===== config.mk =====
export PLATFORM = sky130hd
export DESIGN_NAME = ulms_top
export DESIGN_NICKNAME = d
export VERILOG_FILES = /design/src/rtl/ulms_pkg.sv /design/src/rtl/ulms_top.sv
export SDC_FILE = /design/constraint.sdc
export NUM_CORES = 1
export LEC_CHECK = 0
export ABC_AREA = 1
export BUFFER_PORTS_ARGS = -buffer_cell sky130_fd_sc_hd__buf_2
export CAP_MARGIN = 20
export CELL_PAD_IN_SITES_DETAIL_PLACEMENT = 0
export CELL_PAD_IN_SITES_GLOBAL_PLACEMENT = 1
export CORE_AREA = 8 8 81 83
export CTS_BUF_LIST = sky130_fd_sc_hd__clkbuf_8 sky130_fd_sc_hd__clkbuf_16
export CTS_CLUSTER_DIAMETER = 60
export DETAILED_ROUTE_END_ITERATION = 10
export DIE_AREA = 0 0 89 91
export GPL_ROUTABILITY_DRIVEN = 0
export HOLD_SLACK_MARGIN = 0.06
export MAX_ROUTING_LAYER = met4
export PLACE_DENSITY_LB_ADDON = 0.1
export SYNTH_ARGS = -nofsm -noshare
export SYNTH_HDL_FRONTEND = slang
export SYNTH_SLANG_ARGS = --single-unit

===== constraint.sdc =====
create_clock -name clk -period 2.55 [get_ports clk]
set_input_delay 0.1275 -clock clk [delete_from_list [all_inputs] [get_ports clk]]
set_output_delay 0.1275 -clock clk [all_outputs]
set_load 0.05 [all_outputs]

===== src/rtl/ulms_pkg.sv =====
// Package with offsets, field positions and carrier types for the line and modem status block.
package ulms_pkg;

  localparam int         ULMS_AW         = 8;
  localparam logic [7:0] ULMS_OFS_CTRL   = 8'h04;
  localparam logic [7:0] ULMS_OFS_LSR    = 8'h05;
  localparam logic [7:0] ULMS_OFS_MSR    = 8'h06;
  localparam logic [7:0] ULMS_OFS_IST    = 8'h08;
  localparam logic [7:0] ULMS_OFS_IMSK   = 8'h09;
  localparam logic [7:0] ULMS_RST_BYTE   = 8'h00;
  localparam logic [3:0] ULMS_RST_NIB    = 4'h0;
  localparam logic [1:0] ULMS_PRIME_FULL = 2'h3;
  localparam logic [1:0] ULMS_PRIME_STEP = 2'h1;
  localparam int         ULMS_EV_MODEM   = 0;
  localparam int         ULMS_EV_LINEERR = 1;
  localparam int         ULMS_EV_RXAVAIL = 2;
  localparam int         ULMS_EV_TXEMPTY = 3;
  localparam int         ULMS_EV_W       = 4;

  typedef struct packed {
    logic fifo_err;
    logic tsr_empty;
    logic thr_empty;
    logic brk;
    logic frm_err;
    logic par_err;
    logic overrun;
    logic data_avail;
  } ulms_line_t;

  typedef struct packed {
    logic dcd;
    logic ri;
    logic dsr;
    logic cts;
  } ulms_modem_t;

  typedef struct packed {
    logic dcd_lvl;
    logic ri_lvl;
    logic dsr_lvl;
    logic cts_lvl;
    logic dcd_chg;
    logic ri_rise;
    logic dsr_chg;
    logic cts_chg;
  } ulms_msr_t;

  typedef struct packed {
    logic [2:0] rsv_hi;
    logic       loop_en;
    logic       loop_aux_out_two;
    logic       loop_aux_out_one;
    logic [1:0] rsv_lo;
  } ulms_ctrl_t;

endpackage : ulms_pkg


===== src/rtl/ulms_top.sv =====
// Line status and modem status registers of one serial channel.
// Notes on behaviour
// - Line bit 0 is high while the receive FIFO holds a character.
// - Line bit 1 is high while an overrun error is reported.
// - Parity error and framing error each have their own line bit.
// - Line bit 4 is high while a break is seen on the receive line.
// - Line bit 5 is high when the transmit holding register is empty.
// - Line bit 6 is high only when the transmit shift register is empty.
// - Line bit 7 is high when any character in the FIFO has an error.
// - Modem bit 0 sets when clear-to-send changes.
// - Modem bit 1 sets when data-set-ready changes.
// - Modem bit 2 sets only on a rising ring indicator.
// - Modem bit 3 sets when carrier-detect changes.
// - Reading the modem status clears bits 0 to 3.
// - Modem bits 4 and 5 show clear-to-send and data-set-ready levels.
// - Modem bit 6 shows the ring indicator level.
// - Modem bit 7 shows the carrier-detect level.
// - In loopback the two auxiliary outputs stand in for ring and carrier.
//
// The plain strobed port was decided locally.
`timescale 1ns/10ps

module ulms_top
  import ulms_pkg::*;
(
  input  wire logic               clk,
  input  wire logic               nrst,
  input  wire logic [ULMS_AW-1:0] addr,
  input  wire logic [7:0]         wr_data,
  input  wire logic               wr_en,
  input  wire logic               rd_en,
  output logic      [7:0]         rd_data,
  input  wire ulms_line_t         line_in,
  input  wire ulms_modem_t        modem_pin,
  output logic                    irq,
  output logic                    loop_aux_out_one,
  output logic                    loop_aux_out_two
);

  ulms_modem_t           pin_s1_q;
  ulms_modem_t           pin_s2_q;
  ulms_modem_t           prev_q;
  ulms_modem_t           modem_eff;
  ulms_modem_t           chg;
  logic                  ri_rise;
  logic [1:0]            prime_q;
  logic                  primed;
  ulms_line_t            lsr_q;
  ulms_msr_t             msr_q;
  ulms_ctrl_t            ctrl_q;
  logic [ULMS_EV_W-1:0]  ist_q;
  logic [ULMS_EV_W-1:0]  imsk_q;
  logic [ULMS_EV_W-1:0]  ev;
  logic [ULMS_EV_W-1:0]  ist_clr;
  logic                  irq_q;
  logic [7:0]            rd_data_q;
  logic                  msr_rd;
  logic                  err_now;
  logic                  err_was;

  assign primed           = (prime_q == ULMS_PRIME_FULL);
  assign msr_rd           = rd_en && (addr == ULMS_OFS_MSR);
  assign rd_data          = rd_data_q;
  assign irq              = irq_q;
  assign loop_aux_out_one = ctrl_q.loop_aux_out_one;
  assign loop_aux_out_two = ctrl_q.loop_aux_out_two;

  // Two-stage synchroniser on the modem pins.
  always_ff @(posedge clk or negedge nrst)
  begin
    if (!nrst)
    begin
      pin_s1_q <= '0;
      pin_s2_q <= '0;
    end
    else
    begin
      pin_s1_q <= modem_pin;
      pin_s2_q <= pin_s1_q;
    end
  end

  // Loopback replaces ring and carrier with the auxiliary outputs.
  always_comb
  begin
    modem_eff = pin_s2_q;
    if (ctrl_q.loop_en)
    begin
      modem_eff.ri  = ctrl_q.loop_aux_out_one;
      modem_eff.dcd = ctrl_q.loop_aux_out_two;
    end
  end

  // Change detection starts once the sample pipeline holds real levels.
  always_ff @(posedge clk or negedge nrst)
  begin
    if (!nrst)
    begin
      prime_q <= '0;
      prev_q  <= '0;
    end
    else
    begin
      prev_q <= modem_eff;
      if (!primed)
      begin
        prime_q <= prime_q + ULMS_PRIME_STEP;
      end
    end
  end

  always_comb
  begin
    chg     = primed ? (modem_eff ^ prev_q) : '0;
    ri_rise = primed && modem_eff.ri && !prev_q.ri;
  end

  // Change flags: a new change wins over the clearing read.
  always_ff @(posedge clk or negedge nrst)
  begin
    if (!nrst)
    begin
      msr_q <= '0;
    end
    else
    begin
      msr_q.cts_chg <= chg.cts || (msr_q.cts_chg && !msr_rd);
      msr_q.dsr_chg <= chg.dsr || (msr_q.dsr_chg && !msr_rd);
      msr_q.ri_rise <= ri_rise || (msr_q.ri_rise && !msr_rd);
      msr_q.dcd_chg <= chg.dcd || (msr_q.dcd_chg && !msr_rd);
      msr_q.cts_lvl <= modem_eff.cts;
      msr_q.dsr_lvl <= modem_eff.dsr;
      msr_q.ri_lvl  <= modem_eff.ri;
      msr_q.dcd_lvl <= modem_eff.dcd;
    end
  end

  // Line status follows the receiver and transmitter conditions.
  always_ff @(posedge clk or negedge nrst)
  begin
    if (!nrst)
    begin
      lsr_q <= '0;
    end
    else
    begin
      lsr_q.data_avail <= line_in.data_avail;
      lsr_q.overrun    <= line_in.overrun;
      lsr_q.par_err    <= line_in.par_err;
      lsr_q.frm_err    <= line_in.frm_err;
      lsr_q.brk        <= line_in.brk;
      lsr_q.thr_empty  <= line_in.thr_empty;
      lsr_q.tsr_empty  <= line_in.tsr_empty;
      lsr_q.fifo_err   <= line_in.fifo_err;
    end
  end

  // Control register with the loopback and auxiliary output bits.
  always_ff @(posedge clk or negedge nrst)
  begin
    if (!nrst)
    begin
      ctrl_q <= '0;
    end
    else if (wr_en && (addr == ULMS_OFS_CTRL))
    begin
      ctrl_q                  <= '0;
      ctrl_q.loop_en          <= wr_data[4];
      ctrl_q.loop_aux_out_two <= wr_data[3];
      ctrl_q.loop_aux_out_one <= wr_data[2];
    end
  end

  // Interrupt events, sticky status, mask and level output.
  always_comb
  begin
    err_now = line_in.overrun || line_in.par_err || line_in.frm_err || line_in.brk;
    err_was = lsr_q.overrun || lsr_q.par_err || lsr_q.frm_err || lsr_q.brk;
    ev                  = '0;
    ev[ULMS_EV_MODEM]   = (|chg) || ri_rise;
    ev[ULMS_EV_LINEERR] = err_now && !err_was;
    ev[ULMS_EV_RXAVAIL] = line_in.data_avail && !lsr_q.data_avail;
    ev[ULMS_EV_TXEMPTY] = line_in.thr_empty && !lsr_q.thr_empty;
    ist_clr = (wr_en && (addr == ULMS_OFS_IST)) ? wr_data[ULMS_EV_W-1:0] : '0;
  end

  always_ff @(posedge clk or negedge nrst)
  begin
    if (!nrst)
    begin
      ist_q <= ULMS_RST_NIB;
    end
    else
    begin
      ist_q <= ev | (ist_q & ~ist_clr);
    end
  end

  always_ff @(posedge clk or negedge nrst)
  begin
    if (!nrst)
    begin
      imsk_q <= ULMS_RST_NIB;
    end
    else if (wr_en && (addr == ULMS_OFS_IMSK))
    begin
      imsk_q <= wr_data[ULMS_EV_W-1:0];
    end
  end

  always_ff @(posedge clk or negedge nrst)
  begin
    if (!nrst)
    begin
      irq_q <= 1'b0;
    end
    else
    begin
      irq_q <= |(ist_q & imsk_q);
    end
  end

  // Read data stands in the cycle after the read strobe only.
  always_ff @(posedge clk or negedge nrst)
  begin
    if (!nrst)
    begin
      rd_data_q <= ULMS_RST_BYTE;
    end
    else if (rd_en)
    begin
      unique case (addr)
        ULMS_OFS_CTRL: rd_data_q <= ctrl_q;
        ULMS_OFS_LSR:  rd_data_q <= lsr_q;
        ULMS_OFS_MSR:  rd_data_q <= msr_q;
        ULMS_OFS_IST:  rd_data_q <= {4'h0, ist_q};
        ULMS_OFS_IMSK: rd_data_q <= {4'h0, imsk_q};
        default:       rd_data_q <= ULMS_RST_BYTE;
      endcase
    end
    else
    begin
      rd_data_q <= ULMS_RST_BYTE;
    end
  end
endmodule : ulms_top


After elaboration in Yosys (flattened, before gate mapping)

Cells that the tools add are included.
Widths: inputs -> output; s select.

Input port bits: 32
Register bits after elaboration: 46
Word-level logic and storage cells: 80
Output and inout port bits: 11

Equality and inequality tests: 6
Reduce and logical (&&, ||, !) cells: 31
Multiplexer cells: 5
Bitwise operators: 5
Add/subtract/negate cells: 1

Operator list:

| kind                | number |
|---|---|
| $pmux 8 s5          | 1 |
| $eq 8x3->1 const B  | 3 |
| $eq 8x4->1 const B  | 2 |
| $logic_and 1x1->1   | 13 |
| $logic_or 1x1->1    | 11 |
| $and 4x4->4         | 2 |
| $mux 4              | 2 |
| $mux 8              | 1 |
| $reduce_or 4->1     | 2 |
| $logic_not 1->1     | 5 |
| $not 4->4           | 1 |
| $or 4x4->4          | 1 |
| $xor 4x4->4         | 1 |
| $add 2x1->2 const B | 1 |
| $eq 2x2->1 const B  | 1 |
| $mux 2              | 1 |

Longest topological paths before layout

Gate-level depths: netlist of run 1.

Word-level depth: 6
Depth in mapped cells: 9

Worst setup path before layout of run 1

No wires, ideal clock.

Path type: register to register
From: reg loop_aux_out_two (netlist name)
To: reg ist_q[0]
Data required time: 2.431 ns
Arrival time: 1.162 ns
Setup slack: 1.269 ns
Clock period less this slack: 1.281 ns
Cell stages (with the launch flop): 8
Path through: dfrtp_1 > nand2_1 > nand2_1 > nand2_1 > nand3_1 > o21ai_0 > nor2_1 > nand2_1

RTL lines:

| element              | line            | RTL |
|---|---|---|
| end signal, assigned | ulms_top.sv:195 | `ist_q <= ev \| (ist_q & ~ist_clr);` |
| end, declared        | ulms_top.sv:51  | `logic [ULMS_EV_W-1:0] ist_q;` |

Final worst setup path of run 1

From: reg prime_q[0]
To: reg ist_q[0]

Cells in the longest elaborated chain, start to end: 5
Elaborated cells on any way between the ends: 7
Those cells by class: eq/ne (1); mux (1); bitwise (1); reduce/logical (4)

Ends and longest elaborated chain:

| element                                              | line                             | RTL |
|---|---|---|
| start, declared                                      | ulms_top.sv:46                   | `logic [1:0] prime_q;` |
| start signal, assigned                               | ulms_top.sv:107                  | `prime_q <= prime_q + ULMS_PRIME_STEP;` |
| $eq 2x2->1 *                                         | ulms_top.sv:61                   | `assign primed = (prime_q == ULMS_PRIME_FULL);` |
| $mux 4 or $logic_and 1x1->1 (tied branches)          | ulms_top.sv:114, ulms_top.sv:115 |  |
| $reduce_or 4->1 or $logic_and 1x1->1 (tied branches) | ulms_top.sv:180, ulms_top.sv:115 |  |
| $logic_or 1x1->1 *                                   | ulms_top.sv:180                  | `ev[ULMS_EV_MODEM] = (\|chg) \|\| ri_rise;` |
| $or 4x4->4 *                                         | ulms_top.sv:195                  |  |

Every way passes the cells marked *; elsewhere a longest branch is shown, timed or not.
A chain may end at the register's enable or synchronous reset.

==> results.json, run 1 <==
{
  "vias": 1516,
  "fin_util": 0.463,
  "dp.cells": 316,
  "yosysWarnings": 0,
  "io_buffers": 39,
  "syn_area_um2": 1960,
  "hold_violations": 0,
  "tritoncts": "yes",
  "drc": 0,
  "crit_slowest_cell": "dfrtp_1",
  "antenna_found_initial": 0,
  "pre_cts_ws_ns": 1.23,
  "clockRootBuffer": "clkbuf_8",
  "fin_tns_setup_ns": 0,
  "final_layout_size_suffix_gt1_frac": 0.262,
  "syn_avg_cell_area_um2": 9.45,
  "layout_setup_ws_ns": 1.30,
  "yosysSeqAreaShare": 0.589,
  "power.total_mw": 1.34,
  "grt-ovfl-total": 0,
  "ioPinCount": 43,
  "power_density_nw_per_um2": 543,
  "syn_to_final_growth_pct": 26.4,
  "htreeDepth": 2,
  "row_count": 27,
  "final_cell_count_no_fill": 339,
  "setup_viol": 0,
  "cp-start-kind": "flop",
  "grt_pass1_wl_mm": 7.33,
  "drtPass1Iterations": 4,
  "cp_top_family": "flip-flops",
  "clock_latency_ns": 0.30,
  "initial_utilization": 0.366,
  "post_cts_buffers": 0,
  "worst_setup_path_end_kind": "flop",
  "ys_seq_elements": 46,
  "max_stage_delay_ns": 0.40,
  "postPlaceCellArea_um2": 2230,
  "die_h_um": 91,
  "rsz0062_at_grt": "no",
  "die_w_um": 89,
  "grtUsageTotal": 0.122,
  "hpwl_mm": 3.29,
  "p_leak_nw": 1.21,
  "crit_arrival_ns": 1.44,
  "max_freq_mhz": 802,
  "cp.required_ns": 2.74,
  "cts.clk_slew.worst_paths_ns": 0.09,
  "worst_slew_pin_slew_ns": 0.434,
  "drt_iter0_markers": 104,
  "worstPathMaxFanout": 7,
  "drt-vias-per-instance": 4.47,
  "synth_cells": 207,
  "synth_nets": 240,
  "cts.path.max_buffers": 2,
  "avgRoutedWirePerCell_um": 13.0,
  "min_period_ns": 1.25,
  "core_area_um2": 5340,
  "clock-sinks": 46,
  "hp-class": "in2reg",
  "skew_ns": 0.00805,
  "drv_slew": 0,
  "stdcell_area_um2": 2470,
  "slew-limit-headroom": 0.710,
  "nNetsFinal": 299,
  "diodes": 0,
  "timing.hold.ws_ns": 0.0788,
  "numCtsBuffers": 5,
  "path_cells": "ha_1, nand3_1, o21ai_0, nor2_1, nand2_1",
  "grt_pass1_vias": 1529,
  "drv_cap": 0,
  "max-vdd-ir-drop_mv": 0.313,
  "yosys.cell_types.count": 27,
  "finalCritPeriodShare": 0.489,
  "route.antenna.remaining_nets": 0,
  "ctsResizeCount": 0,
  "critPathKind": "reg2reg",
  "wl_mm": 4.42,
  "outcome": "finished clean",
  "grt_max_degree": 47,
  "dieArea_um2": 8100,
  "critPathBufInv": 0
}
==> kinds of logic after synthesis <==
group / synth area share
adders and majority gates: 0.00640
buffers and inverters: 0.0537
muxes: 0.00576
and+or+nand+nor: 0.269
DFF: 0.589
xor gates and xnor gates: 0.0134
AOI/OAI and AO/OA: 0.0627
==> cell type report <==
| cell class | instances | area (um^2) |
|---|---|---|
| flip-flops and latches | 46 | 1150 |
| well taps | 72 | 90.1 |
| repair buffers | 54 | 355 |
| fillers | 546 | 2870 |
| clock buffers | 5 | 68.8 |
| multi-input cells | 135 | 699 |
| inverters | 24 | 90.1 |
| clock inverters | 3 | 17.5 |
==> Yosys cell counts <==
cell       instances  area (um^2)
o2111ai_1          1         8.76
nor2_4             7         78.8
clkbuf_1           1         3.75
dfrtp_1           46         1150
o21ai_0            2         10.0
a21oi_1            2         10.0
inv_1             19         71.3
nand2_1           51          191
nor2_2             2         12.5
o21a_1             3         22.5
nand2_2            4         25.0
inv_2              5         18.8
or2_2              1         6.26
o21ai_2            1         8.76
ha_1               1         12.5
nor4_1             1         6.26
nand4_2            1         12.5
o31ai_1            1         7.51
nand3_1           22          110
o21ai_1           11         55.1
buf_6              1         11.3
nor2_1            18         67.6
xnor2_1            1         8.76
nand4_1            1         6.26
nor3_2             1         10.0
mux2_2             1         11.3
xor2_1             2         17.5
==> state kept, by name, indices dropped and copies added (netlist names) <==
name and cells:
irq 1, ist_q 4, lsr_q 8, pin_s1_q 4
rd_data 8, msr_q 8, ctrl_q 1, imsk_q 4
pin_s2_q 2, prime_q 2, loop_aux_out_one 1, loop_aux_out_two 1
modem_eff 2
==> power by group <==
group          switching, mW  internal, mW  total, mW  leakage (nW)
Clock                  0.243         0.190      0.432        0.0493
Sequential            0.0194         0.757      0.777         0.533
Combinational         0.0781        0.0553      0.133         0.627
==> layout by cell type (no fill, tap or decap), types with 2 or more instances in the layout <==
master	instances
o21ai_0	2
inv_2	5
nand3_1	22
buf_2	39
inv_1	20
a21oi_1	2
dfrtp_1	46
o21a_1	3
nand2_2	4
nor2_2	2
o21ai_1	11
nor2_4	7
nand2_1	51
dlygate4sd3_1	14
xor2_1	2
clkbuf_8	5
nor2_1	18
==> layer usage <==
metal / GRT usage / vias up / part of all wire
met1: 0.165 / 694 / 0.51
li1: - / 774 / -
met3: 0.0306 / 9 / 0.055
met2: 0.166 / 39 / 0.41
met4: 0.0513 / 0 / 0.023
met5: - / - / 0
==> tightest hold or removal path, stage by stage <==
cell,delay [ns]
buf_2,0.08
nor2_1,0.03
a21oi_1,0.10
==> final timing paths <==
kind,startpoint,endpoint,slack [ns],depth (start not counted)
worst min register to register,pin_s1_q[1],modem_eff[1],0.35,0
worst min-delay path,wr_data[4],ctrl_q[4],0.08,3
worst max-delay path,prime_q[0],ist_q[0],1.30,5
worst max register to register,prime_q[0],ist_q[0],1.30,5
min in group asynchronous,nrst,rd_data[5],0.30,2
max in group asynchronous,nrst,loop_aux_out_two,1.76,3
==> what timing repair did <==
action | CTS | global route
hold endpoints to repair | 61 | 0
hold buffers | 14 | 0
endpoints found under the setup margin | 0 | 0
Note: power is estimated with default switching activity, not from simulation.
==> run 2, diff against run 1 <==
--- a/config.mk
+++ b/config.mk
@@ -5,16 +5,16 @@
 export SDC_FILE = /design/constraint.sdc
 export NUM_CORES = 1
 export LEC_CHECK = 0
-export ABC_AREA = 1
+export ABC_AREA = 0
 export BUFFER_PORTS_ARGS = -buffer_cell sky130_fd_sc_hd__buf_2
 export CAP_MARGIN = 20
 export CELL_PAD_IN_SITES_DETAIL_PLACEMENT = 0
 export CELL_PAD_IN_SITES_GLOBAL_PLACEMENT = 1
-export CORE_AREA = 8 8 81 83
+export CORE_AREA = 8 8 79 81
 export CTS_BUF_LIST = sky130_fd_sc_hd__clkbuf_8 sky130_fd_sc_hd__clkbuf_16
 export CTS_CLUSTER_DIAMETER = 60
 export DETAILED_ROUTE_END_ITERATION = 10
-export DIE_AREA = 0 0 89 91
+export DIE_AREA = 0 0 87 89
 export GPL_ROUTABILITY_DRIVEN = 0
 export HOLD_SLACK_MARGIN = 0.06
 export MAX_ROUTING_LAYER = met4
==> constraint.sdc (replaced) <==
create_clock -name clk -period 1.3 [get_ports clk]
set_input_delay 0.065 -clock clk [delete_from_list [all_inputs] [get_ports clk]]
set_output_delay 0.065 -clock clk [all_outputs]
set_load 0.05 [all_outputs]
==> results.json, run 2 <==
{
  "yosys.cell_types.count": 34,
  "critPathKind": "reg2reg",
  "setup_viol": 1,
  "hpwl_mm": 3.34,
  "cts.path.max_buffers": 2,
  "yosysMostFrequentCell": "dfrtp_1",
  "drt_iter0_markers": 63,
  "worst_slew_pin_slew_ns": 0.316,
  "vias": 1372,
  "wl_mm": 4.33,
  "cp-start-kind": "flop",
  "tritoncts": "yes",
  "yosysTopAreaCellShare": 0.624,
  "ys.flop_type": "dfrtp_1",
  "hold_violations": 0,
  "yosysWarnings": 0,
  "htreeDepth": 2,
  "cp.required_ns": 1.47,
  "slew-limit-headroom": 0.789,
  "violations": "setup timing",
  "clock-sinks": 46,
  "syn_area_um2": 1850,
  "grtUsageTotal": 0.124,
  "power_density_nw_per_um2": 1100,
  "max_freq_mhz": 758,
  "min_from": "rd_en",
  "yosysSeqAreaShare": 0.624,
  "drc": 0,
  "synth_nets": 171,
  "grt-ovfl-total": 0,
  "async_flop_share": 1.00,
  "dieArea_um2": 7740,
  "worstPathMaxFanout": 2,
  "drv_cap": 0,
  "crit_arrival_ns": 1.49,
  "initial_utilization": 0.371,
  "hp-class": "in2reg",
  "final_cell_mix": "dfrtp_1, buf_2, dlygate4sd3_1",
  "synth_cells": 138,
  "cts.clk_slew.worst_paths_ns": 0.08,
  "syn_avg_cell_area_um2": 13.4,
  "timing.hold.ws_ns": 0.0716,
  "route.antenna.remaining_nets": 0,
  "antenna_found_initial": 0,
  "grt_pass1_wl_mm": 7.21,
  "numCtsBuffers": 5,
  "synth_top_area_cell": "dfrtp_1",
  "clockRootBuffer": "clkbuf_8",
  "path_cells": "mux2_4, xnor2_2, o31ai_2, nand3b_1",
  "syn_to_final_growth_pct": 38.1,
  "skew_ns": 0.00413,
  "row_count": 26,
  "crit_slowest_cell": "dfrtp_1",
  "clock_latency_ns": 0.29,
  "yosys-top-cells-count": "dfrtp_1, a22o_1, mux2_2, nand2_1",
  "min_period_ns": 1.32,
  "drt-vias-per-instance": 4.81,
  "drtPass1Iterations": 4,
  "die_h_um": 89,
  "diodes": 0,
  "nNetsFinal": 247,
  "rr_startpoint": "ctrl_q[4]",
  "finalCritPeriodShare": 1.02,
  "io_buffers": 39,
  "core_area_um2": 4980,
  "crit_start": "ctrl_q[4]",
  "max_stage_delay_ns": 0.41,
  "final_cell_count_no_fill": 285,
  "layout_commonest_cell": "dfrtp_1",
  "grt_max_degree": 26,
  "dp.cells": 259,
  "worst_setup_path_end_kind": "flop",
  "drv_slew": 0,
  "ys_seq_elements": 46,
  "final_layout_size_suffix_gt1_frac": 0.391,
  "ioPinCount": 43,
  "grt_pass1_vias": 1420,
  "max-vdd-ir-drop_mv": 0.703,
  "layout_setup_ws_ns": -0.0201,
  "die_w_um": 87,
  "outcome": "finished with violations",
  "avgRoutedWirePerCell_um": 15.2,
  "p_leak_nw": 1.19,
  "synth_edf_count": 0,
  "synth_area_leaders": "dfrtp_1, a22o_1, mux2_2",
  "rsz0062_at_grt": "yes"
}
-- run 2: cell count changes after synthesis, moves of 4 or more --
cell / delta
nand2_1: -44
mux2_2: +6
nor2_4: -7
nand3_1: -17
inv_2: -5
nand2_2: -4
o21ai_1: -11
a22o_1: +12
a22oi_1: +5
inv_1: -14
nor2_1: -14
-- run 2: critical path: cells and delay by family (launching register included) --
| kind | cells | cell delay [ns] |
|---|---|---|
| compound gates | 1 | 0.23 |
| xor+xnor | 1 | 0.14 |
| flops | 1 | 0.41 |
| mux | 1 | 0.34 |
| simple gates | 1 | 0.10 |
-- run 2: power breakdown --
group / internal (mW) / leakage (nW) / total [mW] / switching, mW
registers: 1.48 / 0.541 / 1.51 / 0.0301
clock network: 0.537 / 0.0575 / 0.979 / 0.442
logic: 0.154 / 0.594 / 0.314 / 0.160
-- run 2: logic make-up (layout without fill, tap and decap cells) --
logic type / after synthesis / after routing / share of synthesized area
buffers and inverters: 10 / 87 / 0.0251
muxes: 10 / 10 / 0.0671
and+or+nand+nor: 36 / 36 / 0.129
AOI/OAI and AO/OA: 30 / 30 / 0.125
adders and majority gates: 1 / 1 / 0.00678
DFF: 46 / 46 / 0.624
xor gates and xnor gates: 5 / 5 / 0.0237
-- run 2: area by class of cell --
type	instances	area, um^2
Fill cell	462	2430
Sequential cell	46	1150
Clock buffer	8	110
Inverter	5	18.8
Multi-Input combinational cell	82	677
Timing Repair Buffer	74	503
Tap cell	70	87.6
-- run 2: repair_timing --
action                                 CTS  global route
setup endpoints to repair                1             3
endpoints found under the hold margin   67             0
setup buffers                            0             0
pin swaps                                0             3
resized for setup                        2             3
hold buffers                            18             0
-- run 2: final timing paths --
kind                           endpoint  slack (ns)  depth (start not counted)
max reg2reg                    ist_q[0]       -0.02                          4
min in group asynchronous      lsr_q[4]        0.29                          3
min reg2reg                modem_eff[1]        0.35                          0
min                          rd_data[7]        0.07                          3
max in group asynchronous    rd_data[2]        0.75                          3
max                            ist_q[0]       -0.02                          4
-- run 2: layer usage --
layer | wire [um] | track usage
met1 | 2080 | 0.161
met4 | 55 | 0.0469
met2 | 1940 | 0.180
met5 | 0 | -
met3 | 253 | 0.0349
-- run 2: stage by stage --
step | total power, mW | TNS, ns | util | setup slack [ns] | cell area, um^2
detailed placement | 1.80 | -1.25 | 0.449 | -0.207 | 2240
CTS | 2.83 | 0 | 0.509 | 0.00333 | 2530
floorplan | 1.65 | -0.348 | - | -0.103 | 1850
finish | 2.80 | -0.0201 | 0.512 | -0.0201 | 2550
global route | 2.93 | -0.0786 | 0.512 | -0.0628 | 2550
global placement | 1.80 | -1.24 | 0.449 | -0.189 | 2240
